### config.mk
export PLATFORM = sky130hd
export DESIGN_NAME = msp_port
export DESIGN_NICKNAME = d
export VERILOG_FILES = /design/src/hdl/msp_pkg.sv /design/src/hdl/msp_port.sv
export SDC_FILE = /design/constraint.sdc
export NUM_CORES = 1
export LEC_CHECK = 0
export BUFFER_PORTS_ARGS = -buffer_cell sky130_fd_sc_hd__buf_2
export CORE_MARGIN = 2
export CORE_UTILIZATION = 63
export CTS_BUF_LIST = sky130_fd_sc_hd__clkbuf_2
export CTS_CLUSTER_SIZE = 12
export DETAILED_ROUTE_END_ITERATION = 12
export GPL_TIMING_DRIVEN = 1
export PLACE_DENSITY = 0.9
export SYNTH_ARGS = -nofsm -noshare
export SYNTH_HDL_FRONTEND = slang
export SYNTH_SLANG_ARGS = --single-unit
### constraint.sdc
create_clock -name ref_clk -period 12.9 [get_ports ref_clk]
set_clock_uncertainty 0.1 [all_clocks]
set_input_delay 0.645 -clock ref_clk [delete_from_list [all_inputs] [get_ports ref_clk]]
set_output_delay 0.645 -clock ref_clk [all_outputs]
set_load 0.01 [all_outputs]
### src/hdl/msp_pkg.sv
// constants and types for the serial port setup block
// Summary of operation
// port idle at 0, running at 1
// role code picks master or slave kind
// float flag one marks real-value accesses
// register at or above start is float
// float requests rebased at float base
// framing zero RTU, one ASCII
// baud given as literal numeric value
// generate and check none, odd, even parity
// five to eight data bits
// one or two stop bits sent
// lead delay after RTS before data
// lag delay after last byte, RTS low
// minimum reply delay before lead delay
// CTS gate holds transmit until high
// process requests carrying own address
// drop other addresses without reply
package msp_pkg;
   localparam logic [15:0] OFS_PORT_ENABLE = 16'h13B0;
   localparam logic [15:0] OFS_PORT_ROLE = 16'h13B1;
   localparam logic [15:0] OFS_REAL_ENABLE = 16'h13B2;
   localparam logic [15:0] OFS_REAL_FIRST = 16'h13B3;
   localparam logic [15:0] OFS_REAL_BASE = 16'h13B4;
   localparam logic [15:0] OFS_FRAMING = 16'h13B5;
   localparam logic [15:0] OFS_LINE_SPEED = 16'h13B6;
   localparam logic [15:0] OFS_PARITY = 16'h13B7;
   localparam logic [15:0] OFS_CHAR_LEN = 16'h13B8;
   localparam logic [15:0] OFS_STOP_LEN = 16'h13B9;
   localparam logic [15:0] OFS_LEAD = 16'h13BA;
   localparam logic [15:0] OFS_LAG = 16'h13BB;
   localparam logic [15:0] OFS_REPLY_MIN = 16'h13BC;
   localparam logic [15:0] OFS_CTS_GATE = 16'h13BD;
   localparam logic [15:0] OFS_NODE_ADDR = 16'h13BE;
   localparam int NUM_REGS = 15;
   // reset values: port disabled, slave, 8N1 at 9600, address 1
   localparam logic [15:0] RST_ROLE = 16'h0001;
   localparam logic [15:0] RST_SPEED = 16'h2580;
   localparam logic [15:0] RST_CHAR_LEN = 16'h0008;
   localparam logic [15:0] RST_STOP_LEN = 16'h0001;
   localparam logic [15:0] RST_NODE_ADDR = 16'h0001;
   // parity codes
   localparam logic [15:0] PAR_NONE = 16'h0000;
   localparam logic [15:0] PAR_ODD = 16'h0001;
   localparam logic [15:0] PAR_EVEN = 16'h0002;
   // role codes
   localparam logic [15:0] ROLE_MASTER = 16'h0000;
   localparam logic [15:0] ROLE_SLAVE = 16'h0001;
   localparam logic [15:0] ROLE_PASS_RAW = 16'h0002;
   localparam logic [15:0] ROLE_PASS_SWAP = 16'h0003;
   // the code 115 stands for 115200 baud
   localparam logic [15:0] SPEED_TOP_CODE = 16'h0073;
   localparam int CLK_HZ = 25_000_000;
   localparam int MS_TIME = 1;
   localparam int MS_CYCLES = CLK_HZ / 1000 * MS_TIME;
   localparam int DIV_W = 20;
   typedef struct packed {
      logic [15:0] enable;
      logic [15:0] role;
      logic [15:0] real_en;
      logic [15:0] real_first;
      logic [15:0] real_base;
      logic [15:0] framing;
      logic [15:0] speed;
      logic [15:0] parity;
      logic [15:0] char_len;
      logic [15:0] stop_len;
      logic [15:0] lead;
      logic [15:0] lag;
      logic [15:0] reply_min;
      logic [15:0] cts_gate;
      logic [15:0] node_addr;
   } msp_cfg_s;
   typedef struct packed {
      logic is_real;
      logic [15:0] db_reg;
   } msp_map_s;
   typedef enum logic [2:0] {ST_IDLE, ST_REPLY, ST_LEAD, ST_SEND, ST_LAG} msp_seq_e;
   typedef enum logic [1:0] {TX_IDLE, TX_BITS, TX_STOP} msp_tx_e;
endpackage

### src/hdl/msp_port.sv
// second serial port: setup registers, transmit sequencing, receive filter
`timescale 1ns/100ps
`default_nettype none
module msp_port (
   // clock and reset
   input wire logic ref_clk,
   input wire logic reset,
   // configuration word port
   input wire logic cfg_wr,
   input wire logic cfg_rd,
   input wire logic [15:0] cfg_addr,
   input wire logic [15:0] cfg_wdata,
   output logic [15:0] cfg_rdata,
   output logic cfg_rvalid,
   // register access classification
   input wire logic acc_valid,
   input wire logic [7:0] acc_func,
   input wire logic [15:0] acc_reg,
   input wire logic [15:0] acc_hold_base,
   output msp_pkg::msp_map_s acc_map,
   output logic acc_map_valid,
   // outgoing message bytes
   input wire logic tx_valid,
   input wire logic [7:0] tx_data,
   input wire logic tx_last,
   output logic tx_ready,
   // received request header
   input wire logic rx_hdr_valid,
   input wire logic [7:0] rx_hdr_addr,
   output logic req_accept,
   output logic req_drop,
   // received characters for parity check
   input wire logic rx_char_valid,
   input wire logic [8:0] rx_char,
   output logic rx_parity_err,
   // serial line and modem control
   input wire logic baud_tick,
   input wire logic cts,
   output logic txd,
   output logic rts,
   // status
   output logic port_active,
   output logic [1:0] role,
   output logic ascii_mode
);
   msp_pkg::msp_cfg_s cfg, next_cfg;
   logic [15:0] next_cfg_rdata;
   logic next_cfg_rvalid;
   // config write decode, readback
   always_comb begin
      next_cfg = cfg;
      next_cfg_rdata = cfg_rdata;
      next_cfg_rvalid = cfg_rd;
      if (cfg_wr) begin
         case (cfg_addr)
            msp_pkg::OFS_PORT_ENABLE: next_cfg.enable = cfg_wdata;
            msp_pkg::OFS_PORT_ROLE: next_cfg.role = cfg_wdata;
            msp_pkg::OFS_REAL_ENABLE: next_cfg.real_en = cfg_wdata;
            msp_pkg::OFS_REAL_FIRST: next_cfg.real_first = cfg_wdata;
            msp_pkg::OFS_REAL_BASE: next_cfg.real_base = cfg_wdata;
            msp_pkg::OFS_FRAMING: next_cfg.framing = cfg_wdata;
            // speed kept as literal value
            msp_pkg::OFS_LINE_SPEED: next_cfg.speed = cfg_wdata;
            msp_pkg::OFS_PARITY: next_cfg.parity = cfg_wdata;
            msp_pkg::OFS_CHAR_LEN: next_cfg.char_len = cfg_wdata;
            msp_pkg::OFS_STOP_LEN: next_cfg.stop_len = cfg_wdata;
            msp_pkg::OFS_LEAD: next_cfg.lead = cfg_wdata;
            msp_pkg::OFS_LAG: next_cfg.lag = cfg_wdata;
            msp_pkg::OFS_REPLY_MIN: next_cfg.reply_min = cfg_wdata;
            msp_pkg::OFS_CTS_GATE: next_cfg.cts_gate = cfg_wdata;
            msp_pkg::OFS_NODE_ADDR: next_cfg.node_addr = cfg_wdata;
            default: ;
         endcase
      end
      if (cfg_rd) begin
         case (cfg_addr)
            msp_pkg::OFS_PORT_ENABLE: next_cfg_rdata = cfg.enable;
            msp_pkg::OFS_PORT_ROLE: next_cfg_rdata = cfg.role;
            msp_pkg::OFS_REAL_ENABLE: next_cfg_rdata = cfg.real_en;
            msp_pkg::OFS_REAL_FIRST: next_cfg_rdata = cfg.real_first;
            msp_pkg::OFS_REAL_BASE: next_cfg_rdata = cfg.real_base;
            msp_pkg::OFS_FRAMING: next_cfg_rdata = cfg.framing;
            msp_pkg::OFS_LINE_SPEED: next_cfg_rdata = cfg.speed;
            msp_pkg::OFS_PARITY: next_cfg_rdata = cfg.parity;
            msp_pkg::OFS_CHAR_LEN: next_cfg_rdata = cfg.char_len;
            msp_pkg::OFS_STOP_LEN: next_cfg_rdata = cfg.stop_len;
            msp_pkg::OFS_LEAD: next_cfg_rdata = cfg.lead;
            msp_pkg::OFS_LAG: next_cfg_rdata = cfg.lag;
            msp_pkg::OFS_REPLY_MIN: next_cfg_rdata = cfg.reply_min;
            msp_pkg::OFS_CTS_GATE: next_cfg_rdata = cfg.cts_gate;
            msp_pkg::OFS_NODE_ADDR: next_cfg_rdata = cfg.node_addr;
            default: next_cfg_rdata = 16'h0000;
         endcase
      end
   end
   always_ff @(posedge ref_clk or posedge reset) begin
      if (reset) begin
         cfg <= '{enable: 16'h0000, role: msp_pkg::RST_ROLE, real_en: 16'h0000,
                  real_first: 16'h0000, real_base: 16'h0000, framing: 16'h0000,
                  speed: msp_pkg::RST_SPEED, parity: msp_pkg::PAR_NONE,
                  char_len: msp_pkg::RST_CHAR_LEN, stop_len: msp_pkg::RST_STOP_LEN,
                  lead: 16'h0000, lag: 16'h0000, reply_min: 16'h0000,
                  cts_gate: 16'h0000, node_addr: msp_pkg::RST_NODE_ADDR};
         cfg_rdata <= 16'h0000;
         cfg_rvalid <= 1'b0;
      end else begin
         cfg <= next_cfg;
         cfg_rdata <= next_cfg_rdata;
         cfg_rvalid <= next_cfg_rvalid;
      end
   end

   logic enabled;
   logic slave_role;
   // enable word exact
   assign enabled = (cfg.enable == 16'h0001);
   // role code decode
   assign slave_role = (cfg.role == msp_pkg::ROLE_SLAVE) ||
                       (cfg.role == msp_pkg::ROLE_PASS_RAW) ||
                       (cfg.role == msp_pkg::ROLE_PASS_SWAP);

   // register access mapping
   msp_pkg::msp_map_s next_acc_map;
   logic next_acc_map_valid;
   logic holding_func;
   assign holding_func = (acc_func == 8'h03) || (acc_func == 8'h06) || (acc_func == 8'h10);
   always_comb begin
      next_acc_map_valid = acc_valid;
      next_acc_map.is_real = 1'b0;
      next_acc_map.db_reg = acc_reg + acc_hold_base;
      // float only on 3, 6, 16
      // at or above first register
      if (cfg.real_en == 16'h0001 && holding_func && acc_reg >= cfg.real_first) begin
         next_acc_map.is_real = 1'b1;
         // rebase onto float base
         next_acc_map.db_reg = cfg.real_base + (acc_reg - cfg.real_first);
      end
   end
   always_ff @(posedge ref_clk or posedge reset) begin
      if (reset) begin
         acc_map <= '0;
         acc_map_valid <= 1'b0;
      end else begin
         acc_map <= next_acc_map;
         acc_map_valid <= next_acc_map_valid;
      end
   end

   // receive address filter and parity check
   logic next_req_accept, next_req_drop, next_rx_parity_err;
   logic rx_par;
   always_comb begin
      next_req_accept = 1'b0;
      next_req_drop = 1'b0;
      // own address accepted
      // others dropped, no reply
      if (rx_hdr_valid && enabled && slave_role) begin
         next_req_accept = ({8'h00, rx_hdr_addr} == cfg.node_addr);
         next_req_drop = !next_req_accept;
      end
      rx_par = 1'b0;
      for (int i = 0; i < 8; i++) begin
         if (i < int'(cfg.char_len[3:0])) rx_par = rx_par ^ rx_char[i];
      end
      // received parity check
      next_rx_parity_err = rx_char_valid && enabled && (cfg.parity != msp_pkg::PAR_NONE) &&
         ((rx_par ^ rx_char[cfg.char_len[3:0]]) != (cfg.parity == msp_pkg::PAR_ODD));
   end
   always_ff @(posedge ref_clk or posedge reset) begin
      if (reset) begin
         req_accept <= 1'b0;
         req_drop <= 1'b0;
         rx_parity_err <= 1'b0;
      end else begin
         req_accept <= next_req_accept;
         req_drop <= next_req_drop;
         rx_parity_err <= next_rx_parity_err;
      end
   end

   // two-entry buffer in the byte path; a stalled line never loses a byte
   logic [8:0] buf_q [2];
   logic [1:0] buf_cnt, next_buf_cnt;
   logic buf_rd_ptr, buf_wr_ptr, next_buf_rd_ptr, next_buf_wr_ptr;
   logic [8:0] next_buf0, next_buf1;
   logic buf_push, buf_pop, next_tx_ready;
   assign buf_push = tx_valid && tx_ready;
   always_comb begin
      next_buf0 = buf_q[0];
      next_buf1 = buf_q[1];
      next_buf_wr_ptr = buf_wr_ptr ^ buf_push;
      next_buf_rd_ptr = buf_rd_ptr ^ buf_pop;
      if (buf_push && !buf_wr_ptr) next_buf0 = {tx_last, tx_data};
      if (buf_push && buf_wr_ptr) next_buf1 = {tx_last, tx_data};
      next_buf_cnt = buf_cnt + {1'b0, buf_push} - {1'b0, buf_pop};
      // ready is registered, so it looks one word ahead
      next_tx_ready = enabled && (next_buf_cnt == 2'd0 ||
                      (next_buf_cnt == 2'd1 && !buf_push));
   end
   always_ff @(posedge ref_clk or posedge reset) begin
      if (reset) begin
         buf_q[0] <= 9'h000;
         buf_q[1] <= 9'h000;
         buf_cnt <= 2'd0;
         buf_rd_ptr <= 1'b0;
         buf_wr_ptr <= 1'b0;
         tx_ready <= 1'b0;
      end else begin
         buf_q[0] <= next_buf0;
         buf_q[1] <= next_buf1;
         buf_cnt <= next_buf_cnt;
         buf_rd_ptr <= next_buf_rd_ptr;
         buf_wr_ptr <= next_buf_wr_ptr;
         tx_ready <= next_tx_ready;
      end
   end

   // millisecond sequencer and character shifter
   localparam int DIV_W = msp_pkg::DIV_W;
   msp_pkg::msp_seq_e seq, next_seq;
   msp_pkg::msp_tx_e txs, next_txs;
   logic [DIV_W-1:0] ms_div, next_ms_div;
   logic [15:0] ms_cnt, next_ms_cnt;
   logic [10:0] shreg, next_shreg;
   logic [3:0] bits_left, next_bits_left;
   logic next_txd, next_rts, char_last, next_char_last, ms_tick, par_bit;
   assign ms_tick = (ms_div == DIV_W'(msp_pkg::MS_CYCLES - 1));
   always_comb begin
      next_seq = seq;
      next_txs = txs;
      next_ms_div = ms_tick ? '0 : ms_div + 1'b1;
      next_ms_cnt = ms_cnt;
      next_shreg = shreg;
      next_bits_left = bits_left;
      next_char_last = char_last;
      next_txd = txd;
      next_rts = rts;
      buf_pop = 1'b0;
      par_bit = ^(buf_q[buf_rd_ptr][7:0] & (8'hFF >> (4'd8 - cfg.char_len[3:0])));
      if (cfg.parity == msp_pkg::PAR_ODD) par_bit = !par_bit;
      case (seq)
         msp_pkg::ST_IDLE: begin
            next_rts = 1'b0;
            next_txd = 1'b1;
            if (enabled && buf_cnt != 2'd0) begin
               next_seq = msp_pkg::ST_REPLY;
               next_ms_cnt = 16'h0000;
               next_ms_div = '0;
            end
         end
         // reply delay precedes RTS lead
         msp_pkg::ST_REPLY: begin
            if (ms_cnt >= cfg.reply_min) begin
               next_seq = msp_pkg::ST_LEAD;
               next_rts = 1'b1;
               next_ms_cnt = 16'h0000;
               next_ms_div = '0;
            end else if (ms_tick) next_ms_cnt = ms_cnt + 16'h0001;
         end
         // lead delay after RTS
         msp_pkg::ST_LEAD: begin
            if (ms_cnt >= cfg.lead) next_seq = msp_pkg::ST_SEND;
            else if (ms_tick) next_ms_cnt = ms_cnt + 16'h0001;
         end
         msp_pkg::ST_SEND: begin
            case (txs)
               msp_pkg::TX_IDLE: begin
                  // CTS gate
                  if (buf_cnt != 2'd0 && (cfg.cts_gate != 16'h0001 || cts) && baud_tick) begin
                     buf_pop = 1'b1;
                     next_char_last = buf_q[buf_rd_ptr][8];
                     // parity above data
                     // short characters keep their low bits; ones fill above
                     next_shreg = {3'b111, buf_q[buf_rd_ptr][7:0]};
                     next_shreg = next_shreg | (11'h7FF << (cfg.char_len[3:0] +
                                  (cfg.parity != msp_pkg::PAR_NONE)));
                     if (cfg.parity != msp_pkg::PAR_NONE) begin
                        next_shreg[cfg.char_len[3:0]] = par_bit;
                     end
                     // data length sets count
                     next_bits_left = cfg.char_len[3:0] +
                                      {3'b000, cfg.parity != msp_pkg::PAR_NONE};
                     next_txd = 1'b0;
                     next_txs = msp_pkg::TX_BITS;
                  end
               end
               msp_pkg::TX_BITS: begin
                  if (baud_tick) begin
                     next_txd = shreg[0];
                     next_shreg = {1'b1, shreg[10:1]};
                     next_bits_left = bits_left - 4'd1;
                     if (bits_left == 4'd1) begin
                        // one or two stops
                        next_bits_left = (cfg.stop_len == 16'h0002) ? 4'd2 : 4'd1;
                        next_txs = msp_pkg::TX_STOP;
                     end
                  end
               end
               msp_pkg::TX_STOP: begin
                  if (baud_tick) begin
                     next_txd = 1'b1;
                     next_bits_left = bits_left - 4'd1;
                     if (bits_left == 4'd0 || bits_left == 4'd1) begin
                        next_txs = msp_pkg::TX_IDLE;
                        if (char_last) begin
                           next_seq = msp_pkg::ST_LAG;
                           next_ms_cnt = 16'h0000;
                           next_ms_div = '0;
                        end
                     end
                  end
               end
               default: next_txs = msp_pkg::TX_IDLE;
            endcase
         end
         // lag before RTS drop
         msp_pkg::ST_LAG: begin
            if (ms_cnt >= cfg.lag) begin
               next_rts = 1'b0;
               next_seq = msp_pkg::ST_IDLE;
            end else if (ms_tick) next_ms_cnt = ms_cnt + 16'h0001;
         end
         default: next_seq = msp_pkg::ST_IDLE;
      endcase
      // disabling idles the port
      if (!enabled) begin
         next_seq = msp_pkg::ST_IDLE;
         next_txs = msp_pkg::TX_IDLE;
         next_rts = 1'b0;
         next_txd = 1'b1;
      end
   end
   always_ff @(posedge ref_clk or posedge reset) begin
      if (reset) begin
         seq <= msp_pkg::ST_IDLE;
         txs <= msp_pkg::TX_IDLE;
         ms_div <= '0;
         ms_cnt <= 16'h0000;
         shreg <= 11'h7FF;
         bits_left <= 4'd0;
         char_last <= 1'b0;
         txd <= 1'b1;
         rts <= 1'b0;
         port_active <= 1'b0;
         role <= 2'd1;
         ascii_mode <= 1'b0;
      end else begin
         seq <= next_seq;
         txs <= next_txs;
         ms_div <= next_ms_div;
         ms_cnt <= next_ms_cnt;
         shreg <= next_shreg;
         bits_left <= next_bits_left;
         char_last <= next_char_last;
         txd <= next_txd;
         rts <= next_rts;
         port_active <= enabled;
         role <= cfg.role[1:0];
         // framing select
         ascii_mode <= (cfg.framing == 16'h0001);
      end
   end

   // no start bit while gated
   a_cts_gate: assert property (@(posedge ref_clk) disable iff (reset)
      (txs == msp_pkg::TX_IDLE && cfg.cts_gate == 16'h0001 && !cts) |=> txd)
      else $error("start bit sent with cts low");
   // drop never replies
   a_addr_filter: assert property (@(posedge ref_clk) disable iff (reset)
      !(req_accept && req_drop))
      else $error("request both accepted and dropped");
   // disabled port is quiet
   a_port_off: assert property (@(posedge ref_clk) disable iff (reset)
      !enabled |=> !rts ##1 !rts)
      else $error("rts while port disabled");
   // data only after rts
   a_lead_first: assert property (@(posedge ref_clk) disable iff (reset)
      $fell(txd) |-> rts)
      else $error("start bit without rts");
   // while enabled, rts drops only from lag
   a_lag_end: assert property (@(posedge ref_clk) disable iff (reset)
      ($fell(rts) && $past(enabled)) |-> $past(seq) == msp_pkg::ST_LAG)
      else $error("rts dropped outside lag");
   // rts rises after reply wait
   a_reply_wait: assert property (@(posedge ref_clk) disable iff (reset)
      $rose(rts) |-> $past(seq) == msp_pkg::ST_REPLY)
      else $error("rts raised without reply wait");
   // matching address accepted
   a_addr_match: assert property (@(posedge ref_clk) disable iff (reset)
      (rx_hdr_valid && enabled && slave_role && {8'h00, rx_hdr_addr} == cfg.node_addr)
      |=> req_accept)
      else $error("own address not accepted");
   // below start never float
   a_real_class: assert property (@(posedge ref_clk) disable iff (reset)
      (acc_valid && acc_reg < cfg.real_first) |=> !acc_map.is_real)
      else $error("low register classed float");
endmodule // msp_port
`default_nettype wire

==> out/results.ini <==
[detailed_routing]
drt-pass1-iter-count=6
drt-vias-per-instance=6.471
wirelength_mm=56.87
vias=16830
drt-wirelength-per-cell_microns=21.87
drtAntennaViolNets=0
drc=0
drtIter0Drc=1767

[synthesis]
syn_inst=1889
synth_edf_count=0
async_reset_ff_share_pct=100.0
ys_top_cells_by_area=dfrtp_1 (41%), mux2_2 (14%), ha_1 (7.1%), inv_1 (2.9%), dfstp_2 (2.7%)
avgSynthCellArea_sq_um=10.97
synth.distinct_cells=83
yosysTopAreaCell=dfrtp_1
synth_most_common_cell=dfrtp_1
ys.flop_type=dfrtp_1
syn_nets=2130
synthTopCellsByCount=dfrtp_1 (343), mux2_2 (263), inv_1 (158), ha_1 (117), nor2_1 (114)
synth_top_area_share_pct=41.42
yosysSeqAreaShare_pct=44.09
syn-cell-area_sq_mm=0.02072
ys_ff_latch=364
ys_warn_count=0

[layout]
fillers=2233
final_util_pct=70.38
final_cell_area_sq_mm=0.02284
area_delta_synth_final_pct=10.23
fin_nets=2332
drive_gt1_share_pct=29.58

[pwr]
leakagePower_nw=11.05
power.density_mw_per_mm2=94.83
power.total_mw=2.166
ir_worst_vdd_mv=0.07778

[floorplan]
coreArea_sq_mm=0.03245
die_area_sq_mm=0.03436
rows=66
dieWidth_microns=185.4
die_y_microns=185.4
start_util_pct=63.85
ios=153

[grt]
antenna_found_initial=1
first_global_vias=17210
grt_pass1_wl_mm=90.21
grt_max_degree=168
gr-usage-all-layers_pct=33.93
grt_overflow=0

[critical_path]
endpoint_kind=flip-flop
cp_data_arrival_time_ns=4.85
crit_type=flip-flop to flip-flop
crit_path_max_fanout=16
crit_required_ns=13.66
start_kind=flip-flop

[timing]
finalHoldViolCount=0
setup_viol=0
slew_viol_final=0
post-route-period-util_pct=31.66
fin_crit_ns=4.084
worst_pin_slew_ns=1.183
slew_headroom_pct=21.13
finalSetupTns_ns=0
whs_ns=0.003300
fmax_mhz=244.9
rsz0062_at_grt=no

[clock_tree]
cts_tree=done
path_clk_slew_ns=0.12
cts_sinks=364
clockRootBuffer=clkbuf_2
postCtsHoldBufs=28
cts_buffers=94
clkLatencyLatePin_ns=1.03
cts_buffer_depth=3
cts-htree-levels=3
post-cts-setup-buffer-count=0
cts.repair.resized=0

[place]
port_buffers=152
globalplace.congestion=0.9745
dpl_cell_area_sq_mm=0.02176
dp.final_hpwl_mm=40.39

[run_status]
status=complete, no violations

[job]
max-cap-violations=0

[hold_path]
hp-class=input pin to flip-flop

sequential cells by signal, indices dropped and copies added (netlist names), 2 cells and up:
name and flops:
cfg 240, ms_div 20, buf_q 18, acc_map 17
cfg_rdata 16, ms_cnt 16, shreg 11, bits_left 4
seq 3, buf_cnt 2, role 2, txs 2
metal layers:
metal	part of all wire [%]	vias up	wire [microns]	track usage (%)
met4	5.0	0	2821	16.38
met2	46	966	25970	53.06
met3	10	230	5896	9.280
met5	0	-	0	0
met1	39	8291	22180	43.82
li1	-	7338	-	-
path summary, 6_finish.rpt:
path	from	to	slack (ns)	depth (start not counted)
worst max-delay path	cfg[183]	acc_map[0]	8.82	10
worst min-delay path	cfg_wdata[6]	cfg[86]	0.003	2
worst max register to register	cfg[183]	acc_map[0]	8.82	10
worst min register to register	cfg[208]	role[0]	0.33	0
max in group asynchronous	reset	ms_div[3]	10.90	4
min in group asynchronous	reset	acc_map[4]	0.29	3
cell usage in the layout, fill, tap and decap left out, drive strengths merged, types with 7 or more instances in the layout:
cell type / synthesis / final
nand3: 26 / 26
o221ai: 8 / 8
nor3: 36 / 36
o21a: 10 / 10
a31oi: 8 / 8
fa: 16 / 16
nor4: 35 / 35
nand2: 83 / 83
a221oi: 32 / 32
clkbuf: 56 / 144
o21ai: 50 / 50
nor2: 123 / 123
nand4: 23 / 23
a22o: 32 / 32
o31ai: 8 / 8
dfstp: 21 / 21
nand2b: 14 / 14
xnor2: 48 / 48
xor2: 35 / 35
mux2i: 25 / 25
buf: 29 / 163
clkinv: 0 / 12
dfrtp: 343 / 343
a41oi: 16 / 16
a2111oi: 7 / 7
or3: 11 / 11
and3: 28 / 28
a22oi: 38 / 38
a21oi: 46 / 46
dlygate4sd3: 0 / 28
inv: 158 / 161
mux2: 263 / 263
ha: 117 / 117
and4: 9 / 9
a222oi: 16 / 16
nor2b: 9 / 9
a21o: 19 / 19
a211oi: 12 / 12
power breakdown:
group	switching, mW	internal (mW)	leakage (nW)
Sequential	0.0163	1.16	4.90
Clock	0.489	0.293	0.635
Combinational	0.122	0.0827	5.51
worst max-delay path: stages (launching register included):
cell and delay (ns):
dfrtp_1 0.49, inv_1 0.07, ha_1 0.30, a2111oi_0 0.40, o21ai_0 0.15, a21oi_1 0.22
o21ai_0 0.18, a311oi_1 0.33, or4_1 0.75, mux2_2 0.41, dlygate4sd3_1 0.56
layout make-up:
type	instances	area, sq um	area share (%)
clock buffers	144	720.7	3.155
multi-input cells	1282	10610	46.46
diodes	1	2.502	0.01096
clock inverters	18	81.33	0.3560
flip-flops and latches	364	9135	39.99
repair buffers	191	1136	4.974
inverters	158	600.6	2.629
well taps	442	553.0	2.421
cell families (layout without fill, tap and decap cells):
family	count (synthesis)	in the layout	synth area share (%)
compound gates	341	341	12.16
xor+xnor	83	83	3.508
fa+ha+maj	133	133	8.611
buf+inv	243	511	4.698
flops	364	364	44.09
mux	290	290	15.72
other cells	0	1	0
simple gates	435	435	11.22
metrics by stage:
stage / cells / setup WS (ns)
after global routing: 2600 / 8.566
after CTS: 2599 / 8.882
after global placement: 2409 / 8.949
final: 2600 / 8.816
after detailed placement: 2409 / 8.792
after floorplan: 1889 / 2.086
Power figures use the tool's default switching activity.
